===== src/common/rtcia_pkg.sv =====
// package of constants for the rtc serial target
package rtcia_pkg;
  localparam logic [6:0] DEV_ADDR = 7'h6f;
  localparam logic [7:0] PTR_RESET = 8'h00;
  localparam logic [7:0] PTR_LAST = 8'h13;
  localparam logic [7:0] PTR_FIRST = 8'h00;
  localparam int REG_COUNT = 20;
  localparam logic [2:0] BIT_LAST = 3'h7;
  localparam logic [2:0] BIT_FIRST = 3'h0;
  typedef enum logic [2:0] {
    ST_IDLE = 3'b000,
    ST_DEV = 3'b001,
    ST_WORD = 3'b010,
    ST_WDATA = 3'b011,
    ST_RDATA = 3'b100,
    ST_ACK = 3'b101,
    ST_MACK = 3'b110,
    ST_IGNORE = 3'b111
  } rtcia_state_type;
endpackage


===== src/design/rtcia_regmem.sv =====
// register array memory with registered read data
`timescale 1ns/10ps
module rtcia_regmem (
  // clock
  input wire logic clk,
  input wire logic ce,
  // write port
  input wire logic wr_en,
  input wire logic [7:0] wr_addr,
  input wire logic [7:0] wr_data,
  // read port
  input wire logic [7:0] rd_addr,
  output logic [7:0] rd_data
);
  logic [7:0] mem [0:rtcia_pkg::REG_COUNT-1];
  always_ff @(posedge clk) begin
    if (ce) begin
      if (wr_en && wr_addr <= rtcia_pkg::PTR_LAST) begin
        mem[wr_addr[4:0]] <= wr_data;
      end
      if (rd_addr <= rtcia_pkg::PTR_LAST) begin
        rd_data <= mem[rd_addr[4:0]];
      end else begin
        rd_data <= 8'h00;
      end
    end
  end
endmodule


===== src/design/rtcia_target.sv =====
// two-wire serial target for the clock register array
// Function
// - acknowledge id, address, and third byte
// - after one data byte, ignore the bus awaiting start or stop
// - keep sending bytes while master acknowledges
// - pointer loads from address, increments per byte
// - pointer wraps from 13h to 00h
// - match seven id bits; lsb selects read
// - pointer clears to zero at reset
// - bytes shifted most significant bit first
`timescale 1ns/10ps
module rtcia_target (
  // clock and reset
  input wire logic clk,
  input wire logic reset,
  input wire logic ce,
  // bus pins
  input wire logic scl_i,
  input wire logic sda_i,
  output logic sda_o,
  output logic sda_oe,
  // status
  output logic [7:0] ptr_out,
  output logic busy
);
  logic [1:0] scl_s_q, sda_s_q;
  logic scl_q, sda_q;
  logic scl_rise, scl_fall, start_cond, stop_cond;
  rtcia_pkg::rtcia_state_type st_q, st_d, ret_q, ret_d;
  logic [7:0] sh_q, sh_d, ptr_q, ptr_d;
  logic [2:0] cnt_q, cnt_d;
  logic oe_q, oe_d, rd_q, rd_d, addr_ok_q, addr_ok_d, busy_q, busy_d;
  logic wr_en;
  logic [7:0] mem_rd;

  function automatic logic [7:0] next_ptr(input logic [7:0] p);
    next_ptr = (p == rtcia_pkg::PTR_LAST) ? rtcia_pkg::PTR_FIRST : p + 8'h01;
  endfunction

  always_ff @(posedge clk) begin
    if (reset) begin
      scl_s_q <= 2'h3;
      sda_s_q <= 2'h3;
      scl_q <= 1'b1;
      sda_q <= 1'b1;
    end else if (ce) begin
      scl_s_q <= {scl_s_q[0], scl_i};
      sda_s_q <= {sda_s_q[0], sda_i};
      scl_q <= scl_s_q[1];
      sda_q <= sda_s_q[1];
    end
  end
  assign scl_rise = scl_s_q[1] && !scl_q;
  assign scl_fall = !scl_s_q[1] && scl_q;
  assign start_cond = scl_s_q[1] && scl_q && sda_q && !sda_s_q[1];
  assign stop_cond = scl_s_q[1] && scl_q && !sda_q && sda_s_q[1];

  rtcia_regmem u_mem (
    .clk(clk),
    .ce(ce),
    .wr_en(wr_en),
    .wr_addr(ptr_q),
    .wr_data(sh_q),
    .rd_addr(ptr_q),
    .rd_data(mem_rd)
  );

  always_comb begin
    st_d = st_q;
    ret_d = ret_q;
    sh_d = sh_q;
    ptr_d = ptr_q;
    cnt_d = cnt_q;
    oe_d = oe_q;
    rd_d = rd_q;
    addr_ok_d = addr_ok_q;
    busy_d = busy_q;
    wr_en = 1'b0;
    if (start_cond) begin
      st_d = rtcia_pkg::ST_DEV;
      cnt_d = rtcia_pkg::BIT_FIRST;
      addr_ok_d = 1'b0;
      oe_d = 1'b0;
      busy_d = 1'b1;
    end else if (stop_cond) begin
      st_d = rtcia_pkg::ST_IDLE;
      addr_ok_d = 1'b0;
      oe_d = 1'b0;
      busy_d = 1'b0;
    end else begin
      unique case (st_q)
        rtcia_pkg::ST_IDLE, rtcia_pkg::ST_IGNORE: begin
          oe_d = 1'b0;
        end
        rtcia_pkg::ST_DEV, rtcia_pkg::ST_WORD, rtcia_pkg::ST_WDATA: begin
          if (scl_rise) begin
            sh_d = {sh_q[6:0], sda_q};
            cnt_d = cnt_q + 3'h1;
          end
          if (scl_fall && addr_ok_q) begin
            addr_ok_d = 1'b0;
            unique case (st_q)
              rtcia_pkg::ST_DEV: begin
                if (sh_q[7:1] == rtcia_pkg::DEV_ADDR) begin
                  rd_d = sh_q[0];
                  oe_d = 1'b1;
                  st_d = rtcia_pkg::ST_ACK;
                  ret_d = sh_q[0] ? rtcia_pkg::ST_RDATA : rtcia_pkg::ST_WORD;
                end else begin
                  st_d = rtcia_pkg::ST_IGNORE;
                end
              end
              rtcia_pkg::ST_WORD: begin
                ptr_d = sh_q;
                oe_d = 1'b1;
                st_d = rtcia_pkg::ST_ACK;
                ret_d = rtcia_pkg::ST_WDATA;
              end
              default: begin
                wr_en = 1'b1;
                ptr_d = next_ptr(ptr_q);
                oe_d = 1'b1;
                st_d = rtcia_pkg::ST_ACK;
                ret_d = rtcia_pkg::ST_IGNORE;
              end
            endcase
          end else if (scl_rise && cnt_q == rtcia_pkg::BIT_LAST) begin
            addr_ok_d = 1'b1;
          end
        end
        rtcia_pkg::ST_ACK: begin
          if (scl_fall) begin
            cnt_d = rtcia_pkg::BIT_FIRST;
            st_d = ret_q;
            if (ret_q == rtcia_pkg::ST_RDATA) begin
              sh_d = mem_rd;
              ptr_d = next_ptr(ptr_q);
              oe_d = !mem_rd[7];
            end else begin
              oe_d = 1'b0;
            end
          end
        end
        rtcia_pkg::ST_RDATA: begin
          if (scl_fall) begin
            if (cnt_q == rtcia_pkg::BIT_LAST) begin
              oe_d = 1'b0;
              st_d = rtcia_pkg::ST_MACK;
            end else begin
              sh_d = {sh_q[6:0], 1'b0};
              oe_d = !sh_q[6];
            end
            cnt_d = cnt_q + 3'h1;
          end
        end
        rtcia_pkg::ST_MACK: begin
          // master acknowledge is only recorded here, the line stays released
          if (scl_rise) begin
            addr_ok_d = !sda_q;
            if (sda_q) begin
              st_d = rtcia_pkg::ST_IGNORE;
            end
          end else if (scl_fall && addr_ok_q) begin
            addr_ok_d = 1'b0;
            cnt_d = rtcia_pkg::BIT_FIRST;
            st_d = rtcia_pkg::ST_RDATA;
            sh_d = mem_rd;
            ptr_d = next_ptr(ptr_q);
            oe_d = !mem_rd[7];
          end
        end
      endcase
    end
  end

  always_ff @(posedge clk) begin
    if (reset) begin
      st_q <= rtcia_pkg::ST_IDLE;
      ret_q <= rtcia_pkg::ST_IDLE;
      sh_q <= 8'h00;
      ptr_q <= rtcia_pkg::PTR_RESET;
      cnt_q <= 3'h0;
      oe_q <= 1'b0;
      rd_q <= 1'b0;
      addr_ok_q <= 1'b0;
      busy_q <= 1'b0;
    end else if (ce) begin
      st_q <= st_d;
      ret_q <= ret_d;
      sh_q <= sh_d;
      ptr_q <= ptr_d;
      cnt_q <= cnt_d;
      oe_q <= oe_d;
      rd_q <= rd_d;
      addr_ok_q <= addr_ok_d;
      busy_q <= busy_d;
    end
  end

  always_ff @(posedge clk) begin
    if (reset) begin
      sda_o <= 1'b0;
      sda_oe <= 1'b0;
      ptr_out <= 8'h00;
      busy <= 1'b0;
    end else if (ce) begin
      sda_o <= 1'b0;
      sda_oe <= oe_d;
      ptr_out <= ptr_d;
      busy <= busy_d;
    end
  end

  a_ptr_wrap: assert property (@(posedge clk) disable iff (reset)
    ce && scl_fall && ptr_q == rtcia_pkg::PTR_LAST &&
    (st_q == rtcia_pkg::ST_ACK && ret_q == rtcia_pkg::ST_RDATA ||
    st_q == rtcia_pkg::ST_MACK && addr_ok_q) |=> ptr_q == rtcia_pkg::PTR_FIRST)
    else $error("pointer did not wrap");
  a_ignore_quiet: assert property (@(posedge clk) disable iff (reset)
    st_q == rtcia_pkg::ST_IGNORE |=> !sda_oe)
    else $error("drive while ignoring");
  a_ptr_reset: assert property (@(posedge clk) $rose(!reset) |-> ptr_q == 8'h00)
    else $error("pointer not cleared");
  a_stop_idle: assert property (@(posedge clk) disable iff (reset)
    ce && stop_cond && !start_cond |=> st_q == rtcia_pkg::ST_IDLE && !busy)
    else $error("stop did not idle");
  a_ack_drive: assert property (@(posedge clk) disable iff (reset)
    ce && st_q == rtcia_pkg::ST_ACK && !start_cond && !stop_cond && !scl_fall |=> sda_oe)
    else $error("ack released early");
  a_nack_end: assert property (@(posedge clk) disable iff (reset)
    ce && st_q == rtcia_pkg::ST_MACK && scl_rise && sda_q && !start_cond && !stop_cond
    |=> st_q == rtcia_pkg::ST_IGNORE)
    else $error("nack did not end read");
  a_word_load: assert property (@(posedge clk) disable iff (reset)
    ce && st_q == rtcia_pkg::ST_WORD && st_d == rtcia_pkg::ST_ACK |=> ptr_q == $past(sh_q))
    else $error("pointer not loaded");
  a_foreign_quiet: assert property (@(posedge clk) disable iff (reset)
    ce && st_q == rtcia_pkg::ST_DEV && st_d == rtcia_pkg::ST_IGNORE |=> !sda_oe)
    else $error("acked wrong id");
  a_mack_release: assert property (@(posedge clk) disable iff (reset)
    st_q == rtcia_pkg::ST_MACK |-> !sda_oe)
    else $error("drive during master acknowledge");
  a_read_dir: assert property (@(posedge clk) disable iff (reset)
    st_q == rtcia_pkg::ST_RDATA |-> rd_q)
    else $error("read data without read id");
endmodule


===== config.mk =====
export PLATFORM = sky130hd
export DESIGN_NAME = rtcia_target
export DESIGN_NICKNAME = d
export VERILOG_FILES = /design/src/common/rtcia_pkg.sv /design/src/design/rtcia_regmem.sv /design/src/design/rtcia_target.sv
export SDC_FILE = /design/constraint.sdc
export NUM_CORES = 1
export LEC_CHECK = 0
export BUFFER_PORTS_ARGS = -buffer_cell sky130_fd_sc_hd__buf_4
export CORE_AREA = 2 2 96 167
export CTS_CLUSTER_DIAMETER = 120
export DETAILED_ROUTE_END_ITERATION = 12
export DIE_AREA = 0 0 98 169
export PLACE_DENSITY = 0.74
export SETUP_SLACK_MARGIN = 0.2
export SLEW_MARGIN = 10
export SYNTH_ARGS = -nofsm -noshare
export SYNTH_HDL_FRONTEND = slang
export SYNTH_SLANG_ARGS = --single-unit

===== constraint.sdc =====
create_clock -name clk -period 4.2 [get_ports clk]
set_input_delay 0.84 -clock clk [delete_from_list [all_inputs] [get_ports clk]]
set_output_delay 0.84 -clock clk [all_outputs]
set_load 0.02 [all_outputs]

==> results.md, run 1 <==
- Power spread over the standard cell area amounts to 414.6 nW/um2.
- The root buffer cell chosen for the clock tree is sky130_fd_sc_hd__clkbuf_16.
- Global routing finished with a remaining overflow of 0.
- The final critical-path share of the clock period is 66.10%.
- For this run, design rule violations remaining after detail routing come to 0.
- The number of distinct standard cells referenced by the synthesized netlist is 63.
- Setup total negative slack on the finished layout was measured at 0 ns.
- The number of synthesized flops with an enable pin is 168.
- The yosys synthesis warning count is 0.
- The critical path endpoint category is a register.
- The number of design-rule violations left by the first detailed-router iteration is 382.
- For this configuration, the core starts out at a cell density of 57.41%.
- The post-route worst hold slack is 0.4831 ns.
- The worst register-to-register path begins at scl_q$_SDFFE_PP1P_.
- The maximum number of pins on one net before global-route repair is 52.
- For this run, the register share of the synthesized area comes to 65.45%.
- In this run the static leakage power is 2.714 nW.
- 16 I/O pins were placed.
- The number of hold buffers added after cts is 0.
- The worst path needs 2.776 ns of the cycle, external delays included.
- The final-layout fill cell count is 1,113.
- The total die area is 16,560 um2.
- The via count of the first global-routing pass came to 5,407.
- The initial antenna violation count is 0.
- STA classifies the critical path startpoint as a register.
- Synthesis produced a netlist whose cell count is 592.
- The antenna diode count is 0.
- The vertical die dimension is 169 um.
- Summed over all nets, the switching power comes to 0.8258 mW.
- The flow ran to the end, and the final reports show no timing, DRC or antenna violations.
- The hold path startpoint is ret_q[1]$_SDFFE_PP0P_.
- The total count of max-transition violations in the final report was 0.
- The TritonCTS buffer count is 19.
- The number of rows created at floorplan is 60.
- The count of input and output buffers is 14.
- The remaining antenna violation count is 0.
- The family with the most delay on the worst path is simple AND/OR/NAND/NOR gates.
- For this design, the sink count on the clock tree is 202.
- The switching fraction of total power is 20.70%.
- Traced cell by cell, the critical path runs through nand3b_1 -> nor3_1 -> and4_1 -> nand2_1 -> nor2_1.
- The number of H-tree levels is 1.
- The clock arrives with 0.008041 ns of skew.
- Synthesis inferred 202 register bits.
- The number of gates resized after CTS was 0.
- The cell area after synthesis is 8748 um2.
- Routability-driven placement finished with a final weighted congestion of 0.8936.
- The multi-input combinational cells in the finished layout cover a total of 2786 um2.
- The final number of setup-violating endpoints is 0.
- The first global-routing pass estimated 30.99 mm of wire.
- Data arrives at the worst endpoint at 2.89 ns.
- Internal power comes to 3.164 mW.
- The post-detailed-route wirelength per cell is 26.01 um.
- In this design, the stage delay of the slowest critical-path cell is 0.64 ns.
- The most common cell after layout, fill and taps aside is sky130_fd_sc_hd__edfxtp_1.
- The core region area is 15,240 um2.
- The buffer count from post-CTS setup fixing is 0.
- The maximum buffer depth of the clock tree is 3.
- The clock latency on the worst-skew pair is 0.48 ns.
- The number of nets in the synthesized netlist is 603.
- Setup repair after global routing left no endpoint under its margin.
- The fmax is 360.2 MHz.
- In this run the worst setup path begins at scl_q$_SDFFE_PP1P_.
- TritonCTS built the clock tree.
- The most frequently used flop master after synthesis is sky130_fd_sc_hd__edfxtp_1.
- The post-synthesis area per instance is 14.78 um2.
- In this run the worst hold path is classified as register to register.
- Detailed placement finished with a half-perimeter wire length of 13.67 mm.
- The number of search-and-repair iterations in the first detailed-routing pass is 5.
- The per-cell via count in the routed design is 6.604.
- The maximum fanout encountered on the critical timing path is 16.
- At the pin with the least slew margin, the transition time is 1.260 ns.
- The horizontal die dimension is 98 um.
- Of the total power, combinational logic draws 3.4%.
- The data required time at the worst endpoint is 4.31 ns.
- In the synthesized netlist the async set-or-reset flop fraction comes to 0%.
- The share of post-route cells with drive strength above 1 is 19.51%.
- The sequential standard cell area is 5727 um2.
- The final hold violation count is 0.
- By startpoint and endpoint, the worst setup path is classified as register to register.
- The detailed router placed 5,290 vias in this run.
- Across every metal layer, demand over resource in global routing totals 25.18%.
- The total design power is 3.990 mW.
- After clock tree synthesis, the clock-pin slew on the worst setup and hold paths is 0.07 ns.
- The number of buffers and inverters on the critical path is 0.
- The clock network fraction of total power is 41.9%.
- VDD sags by at most 0.3398 mV.
- The tool flagged a number of max-cap violations equal to 0.
- The total wirelength of the detailed-routed design is 20.83 mm.
- Leaving out fill and tap cells, the most frequent cells in the layout are sky130_fd_sc_hd__edfxtp_1, sky130_fd_sc_hd__nand2_1, sky130_fd_sc_hd__mux4_2, sky130_fd_sc_hd__nor2_1.
- Compared with the post-synthesis result, the final layout area differs by 9.997%.
- The worst relative slew slack is 15.89%.
- For this design, the slowest cell found on the critical path is sky130_fd_sc_hd__dfxtp_1.
- In this run, flip-flops and latches consume 54.7% of the power.
- The post-layout net count is 615.
## area by class of cell
| class | instances | area share (%) |
|---|---|---|
| Clock inverter | 13 | 1.352 |
| Multi-Input combinational cell | 342 | 28.96 |
| Clock buffer | 19 | 4.941 |
| Inverter | 9 | 0.3511 |
| Tap cell | 186 | 2.418 |
| Timing Repair Buffer | 30 | 2.470 |
| Sequential cell | 202 | 59.51 |
## power by group through the flow
stage	clock network [mW]	registers, mW	logic (mW)
floorplan	0	2.21	0.118
global placement	0	2.22	0.130
detailed placement	0	2.22	0.134
CTS	1.69	2.18	0.134
global route	1.75	2.18	0.149
finish	1.67	2.18	0.136
## metrics by stage
stage	std cells	cell area [um2]	setup slack (ns)	utilization [%]
after floorplan	592	8748	1.340	-
after global placement	769	9017	1.087	59.17
after detailed placement	769	9017	1.036	59.17
after CTS	801	9623	1.478	63.14
after global routing	801	9623	1.204	63.14
final	801	9623	1.424	63.14
## per-layer routing
metal / up-vias / global-route usage [%] / routed length, um
li1: 2339 / - / -
met5: - / 0 / 0
met4: 0 / 13.59 / 1243
met2: 253 / 47.35 / 11360
met1: 2618 / 27.08 / 7096
met3: 80 / 3.055 / 1134
## tightest hold or removal path, stage by stage, from the launching register on
cell and delay [ns]:
sky130_fd_sc_hd__dfxtp_1 0.33, sky130_fd_sc_hd__nand2_1 0.06, sky130_fd_sc_hd__a21oi_1 0.05
## cell usage after synthesis, drive strengths merged (2+ instances only)
cell / count / share of area, %
nor2b: 7 / 0.50
and3: 2 / 0.14
nand2b: 6 / 0.43
a22o: 2 / 0.20
a31oi: 3 / 0.21
nor4: 2 / 0.14
o211ai: 2 / 0.17
nand4b: 2 / 0.20
a311oi: 2 / 0.20
and2: 3 / 0.21
o31ai: 2 / 0.17
mux2: 17 / 2.2
edfxtp: 168 / 58
nand4: 5 / 0.36
mux2i: 23 / 2.6
a22oi: 3 / 0.26
buf: 25 / 1.7
and3b: 2 / 0.20
dfxtp: 34 / 7.8
a211oi: 7 / 0.60
a21oi: 28 / 1.6
nor3b: 7 / 0.66
nor2: 34 / 1.5
o21ai: 34 / 2.0
o22ai: 9 / 0.64
mux4: 36 / 9.3
ha: 6 / 0.86
nand3b: 5 / 0.43
nor3: 13 / 0.74
nand2: 39 / 1.7
nand3: 6 / 0.34
clkbuf: 14 / 0.60
a32oi: 2 / 0.20
or3: 10 / 0.77
or4: 2 / 0.17
inv: 8 / 0.34
## path summary, 6_finish.rpt
path                            cells after the start  slack (ns)                   endpoint
worst max register to register                      5        1.42  u_mem.mem[6][4]$_DFFE_PP_
worst min-delay path                                2        0.48      ret_q[1]$_SDFFE_PP0P_
worst max-delay path                                5        1.42  u_mem.mem[6][4]$_DFFE_PP_
worst min register to register                      2        0.48      ret_q[1]$_SDFFE_PP0P_
## state kept, by name (all words and copies together) (netlist names)
signal and flops:
ptr_out 8, u_mem.rd_data 8, u_mem.mem 160, sda_oe 1
sda_q 1, scl_q 1, ret_q 3, st_q 3
scl_s_q 2, addr_ok_q 1, busy 1, sda_s_q 2
sh_q 8, cnt_q 3
## kinds of logic after synthesis
| logic type | Yosys count | synth area share (%) |
|---|---|---|
| flip-flops | 202 | 65.45 |
| multiplexers | 76 | 14.09 |
| other | 1 | 0.04287 |
| AO/OA/AOI/OAI | 108 | 7.652 |
| AND/OR/NAND/NOR | 149 | 8.839 |
| buffers and inverters | 48 | 2.703 |
| adder cells (fa/ha/maj) | 6 | 0.8581 |
| XOR/XNOR | 2 | 0.3720 |
Note: power is estimated with default switching activity, not from simulation.
==> run 2: changes to the inputs <==
--- a/config.mk
+++ b/config.mk
@@ -6,10 +6,10 @@
 export NUM_CORES = 1
 export LEC_CHECK = 0
 export BUFFER_PORTS_ARGS = -buffer_cell sky130_fd_sc_hd__buf_4
-export CORE_AREA = 2 2 96 167
+export CORE_AREA = 2 2 98 171
 export CTS_CLUSTER_DIAMETER = 120
 export DETAILED_ROUTE_END_ITERATION = 12
-export DIE_AREA = 0 0 98 169
+export DIE_AREA = 0 0 100 173
 export PLACE_DENSITY = 0.74
 export SETUP_SLACK_MARGIN = 0.2
 export SLEW_MARGIN = 10
==> constraint.sdc (replaced) <==
create_clock -name clk -period 2.2 [get_ports clk]
set_input_delay 0.44 -clock clk [delete_from_list [all_inputs] [get_ports clk]]
set_output_delay 0.44 -clock clk [all_outputs]
set_load 0.02 [all_outputs]
==> run 2 against run 1 <==
Net effect: combinational power grew to 2.5 times the previous value; critical path depth stayed put; total power rose by 96%; design area increased by 11%; clock skew increased by 0.0031 ns; largest power group unchanged.
==> results.md, run 2 (synthesized netlist as in run 1, its figures left out) <==
- The final number of setup-violating endpoints came to 0 (unchanged).
- The leakage power is 3.119 nW (+15%).
- The number of rows created at floorplan was 61 (+1.7%).
- The leftover overflow at the end of global routing came to 0 (unchanged).
- The sink count of the clock tree is 202 (unchanged).
- The maximum buffer depth of the clock tree is 3 (unchanged).
- The vertical die dimension is 173 um (+2.4%).
- TritonCTS built the clock tree.
- The total global-route track usage came to 24.47% (-0.71 points).
- The initial antenna violation count is 0 (unchanged).
- The final critical-path share of the clock period is 91.60% (+26 points).
- The post-place setup slack is 0.01456 ns (-1.022 ns).
- The worst-margin pin slew is 0.5651 ns (-0.6948 ns).
- The total design power is 7.807 mW (+96%).
- The data arrival time of the critical path is 2.23 ns (-0.66 ns).
- The total negative slack is 0 ns (unchanged).
- The worst clock skew is 0.01118 ns (+0.003141 ns).
- The final instance area is 10,640 um2 (+11%).
- The peak per-stage delay on the critical path was 0.53 ns (-0.11 ns).
- The maximum number of pins on one net before global-route repair was 28 (-46%).
- The routability-driven placement congestion ratio is 0.9098 (+1.8%).
- The library cell used most frequently in the layout, excluding fill and tap cells, is sky130_fd_sc_hd__edfxtp_1.
- The worst-case setup margin in the final layout is 0.1847 ns (-1.239 ns).
- The worst relative slew slack is 62.19% (+46 points).
- The total count of max-transition violations in the final report is 0 (unchanged).
- The root buffer cell chosen for the clock tree is sky130_fd_sc_hd__clkbuf_16.
- The per-cell via count in the routed design was 6.571 (-0.51%).
- The post-layout net count is 665 (+8.1%).
- The critical path goes through buf_16 -> mux4_2 -> mux2_2 -> o22ai_1 -> a211oi_2.
- The global-route wire length before repair is 31.90 mm (+2.9%).
- The classification of the worst-slack hold path is primary input to register.
- The clock-pin transition on the worst setup and hold timing paths is 0.07 ns (about the same).
- The worst voltage drop across the vdd grid is 0.6974 mV (+110%).
- The library cells used most frequently in the layout, excluding fill and tap cells, are sky130_fd_sc_hd__edfxtp_1, sky130_fd_sc_hd__buf_4, sky130_fd_sc_hd__mux4_2, sky130_fd_sc_hd__nand2_1, sky130_fd_sc_hd__o21ai_0.
- The number of H-tree levels is 1 (unchanged).
- The count of input and output buffers is 14 (unchanged).
- The power density over cell area is 733.9 nW/um2 (+77%).
- The critical path endpoint category is a register.
- The via count of the first global-routing pass is 5,647 (+4.4%).
- The total die area is 17,300 um2 (+4.5%).
- The number of design-rule violations left by the first detailed-router iteration was 414 (+8.4%).
- The top-level port count is 16 (unchanged).
- The number of search-and-repair iterations in the first detailed-routing pass is 8 (+3).
- The share of post-route cells with drive strength above 1 is 33.63% (+14 points).
- The post-layout minimum cycle time is 2.015 ns (-0.7608 ns).
- The family with the most delay on the worst path is multiplexers.
- The total wirelength of the detailed-routed design is 21.54 mm (+3.4%).
- The horizontal die dimension is 100 um (+2.0%).
- The worst setup path is of the register to register kind.
- The flow ran to the end, and the final reports show no timing, DRC or antenna violations.
- The data required time at the worst endpoint is 2.41 ns (-1.90 ns).
- The post-detailed-route wirelength per cell was 25.19 um (-3.1%).
- The flip-flop count of the largest register after layout is 160 (unchanged).
- The maximum fanout encountered on the critical timing path came to 9 (-7).
- The remaining antenna violation count is 0 (unchanged).
- The final instance count without filler cells is 855 (+6.7%).
- The fmax is 496.2 MHz (+38%).
- The core region area is 15,880 um2 (+4.2%).
- The initial core utilization is 55.11% (-2.3 points).
- The total half-perimeter wirelength after legalization and detailed placement is 13.48 mm (-1.4%).
- The antenna diode count is 0 (unchanged).
- The clock latency on the worst-skew pair is 0.49 ns (about the same).
- The number of max-cap violations is 0 (unchanged).
- The buffer and inverter count on the worst path was 1 (+1).
- Setup repair after global routing could not meet its margin everywhere.
- On the critical path, the stage with the largest delay is an instance of sky130_fd_sc_hd__mux4_2.
- The vias after detailed routing is 5,618 (+6.2%).
- The final hold violation count is 0 (unchanged).
- The area of placed instances was 9608 um2 (+6.5%).
- The number of hold buffers added after cts is 0 (unchanged).
- STA classifies the critical path startpoint as a register.
- The area added between synthesis and finish is 21.60%.
- The instance count after placement with tap cells included is 803 (+4.4%).
- The number of remaining DRC errors is 0 (unchanged).
- The TritonCTS buffer count is 19 (unchanged).
run 2: changes by cell type in the layout (fill, tap and decap cells not counted), moves of 6 or more:
cell and change:
sky130_fd_sc_hd__buf_4 +26, sky130_fd_sc_hd__buf_12 +16, sky130_fd_sc_hd__nor2_1 -16, sky130_fd_sc_hd__nor2_4 +10
sky130_fd_sc_hd__dfxtp_1 -6, sky130_fd_sc_hd__dfxtp_4 +6, sky130_fd_sc_hd__nor2_2 +6
run 2: worst register-to-register path, delay by kind of cell, from the launching register on:
family / cells / cell delay [ns]
flops: 1 / 0.40
compound gates: 2 / 0.33
mux: 2 / 0.84
buf+inv: 1 / 0.16
run 2: routing by layer:
metal	wire length, um	GRT usage [%]	up-vias
li1	-	-	2452
met1	7562	28.12	2805
met2	11320	43.58	276
met3	1341	3.355	85
met4	1318	12.84	0
met5	0	0	-
run 2: final cells by class:
type | instances | area (um2)
Multi-Input combinational cell | 343 | 3095
Sequential cell | 202 | 5749
Clock inverter | 11 | 136.4
Clock buffer | 22 | 486.7
Inverter | 9 | 33.78
Timing Repair Buffer | 79 | 899.6
Tap cell | 189 | 236.5
Fill cell | 1037 | 5238
run 2: through the flow:
stage | hold slack (ns) | util, %
final | 0.1643 | 67.01
after global routing | 0.1599 | 67.01
after CTS | 0.1534 | 65.38
after detailed placement | 0.4619 | 60.52
after global placement | 0.4541 | 60.52
after floorplan | 0.4413 | -
run 2: worst paths after layout:
kind                      startpoint                        endpoint  slack (ns)  depth (start not counted)
max          ptr_out[0]$_SDFFE_PP0P_  u_mem.rd_data[4]$_SDFFCE_PN0P_        0.18                          5
min                            sda_i         sda_s_q[0]$_SDFFE_PP1P_        0.16                          3
max reg2reg  ptr_out[0]$_SDFFE_PP0P_  u_mem.rd_data[4]$_SDFFCE_PN0P_        0.18                          5
min reg2reg  sda_s_q[0]$_SDFFE_PP1P_         sda_s_q[0]$_SDFFE_PP1P_        0.48                          2
run 2: timing repair:
item / CTS / global route
buffers inserted: 7 / 8
gates resized for setup: 11 / 39
setup endpoints to repair: 188 / 172
cloned: 2 / 2
pin swaps: 4 / 12
run 2: where the power goes:
part           total, mW  internal (mW)  switching (mW)
logic              0.340          0.141           0.199
clock network       3.32           1.95            1.37
registers           4.15           4.11          0.0389
total               7.81           6.20            1.61
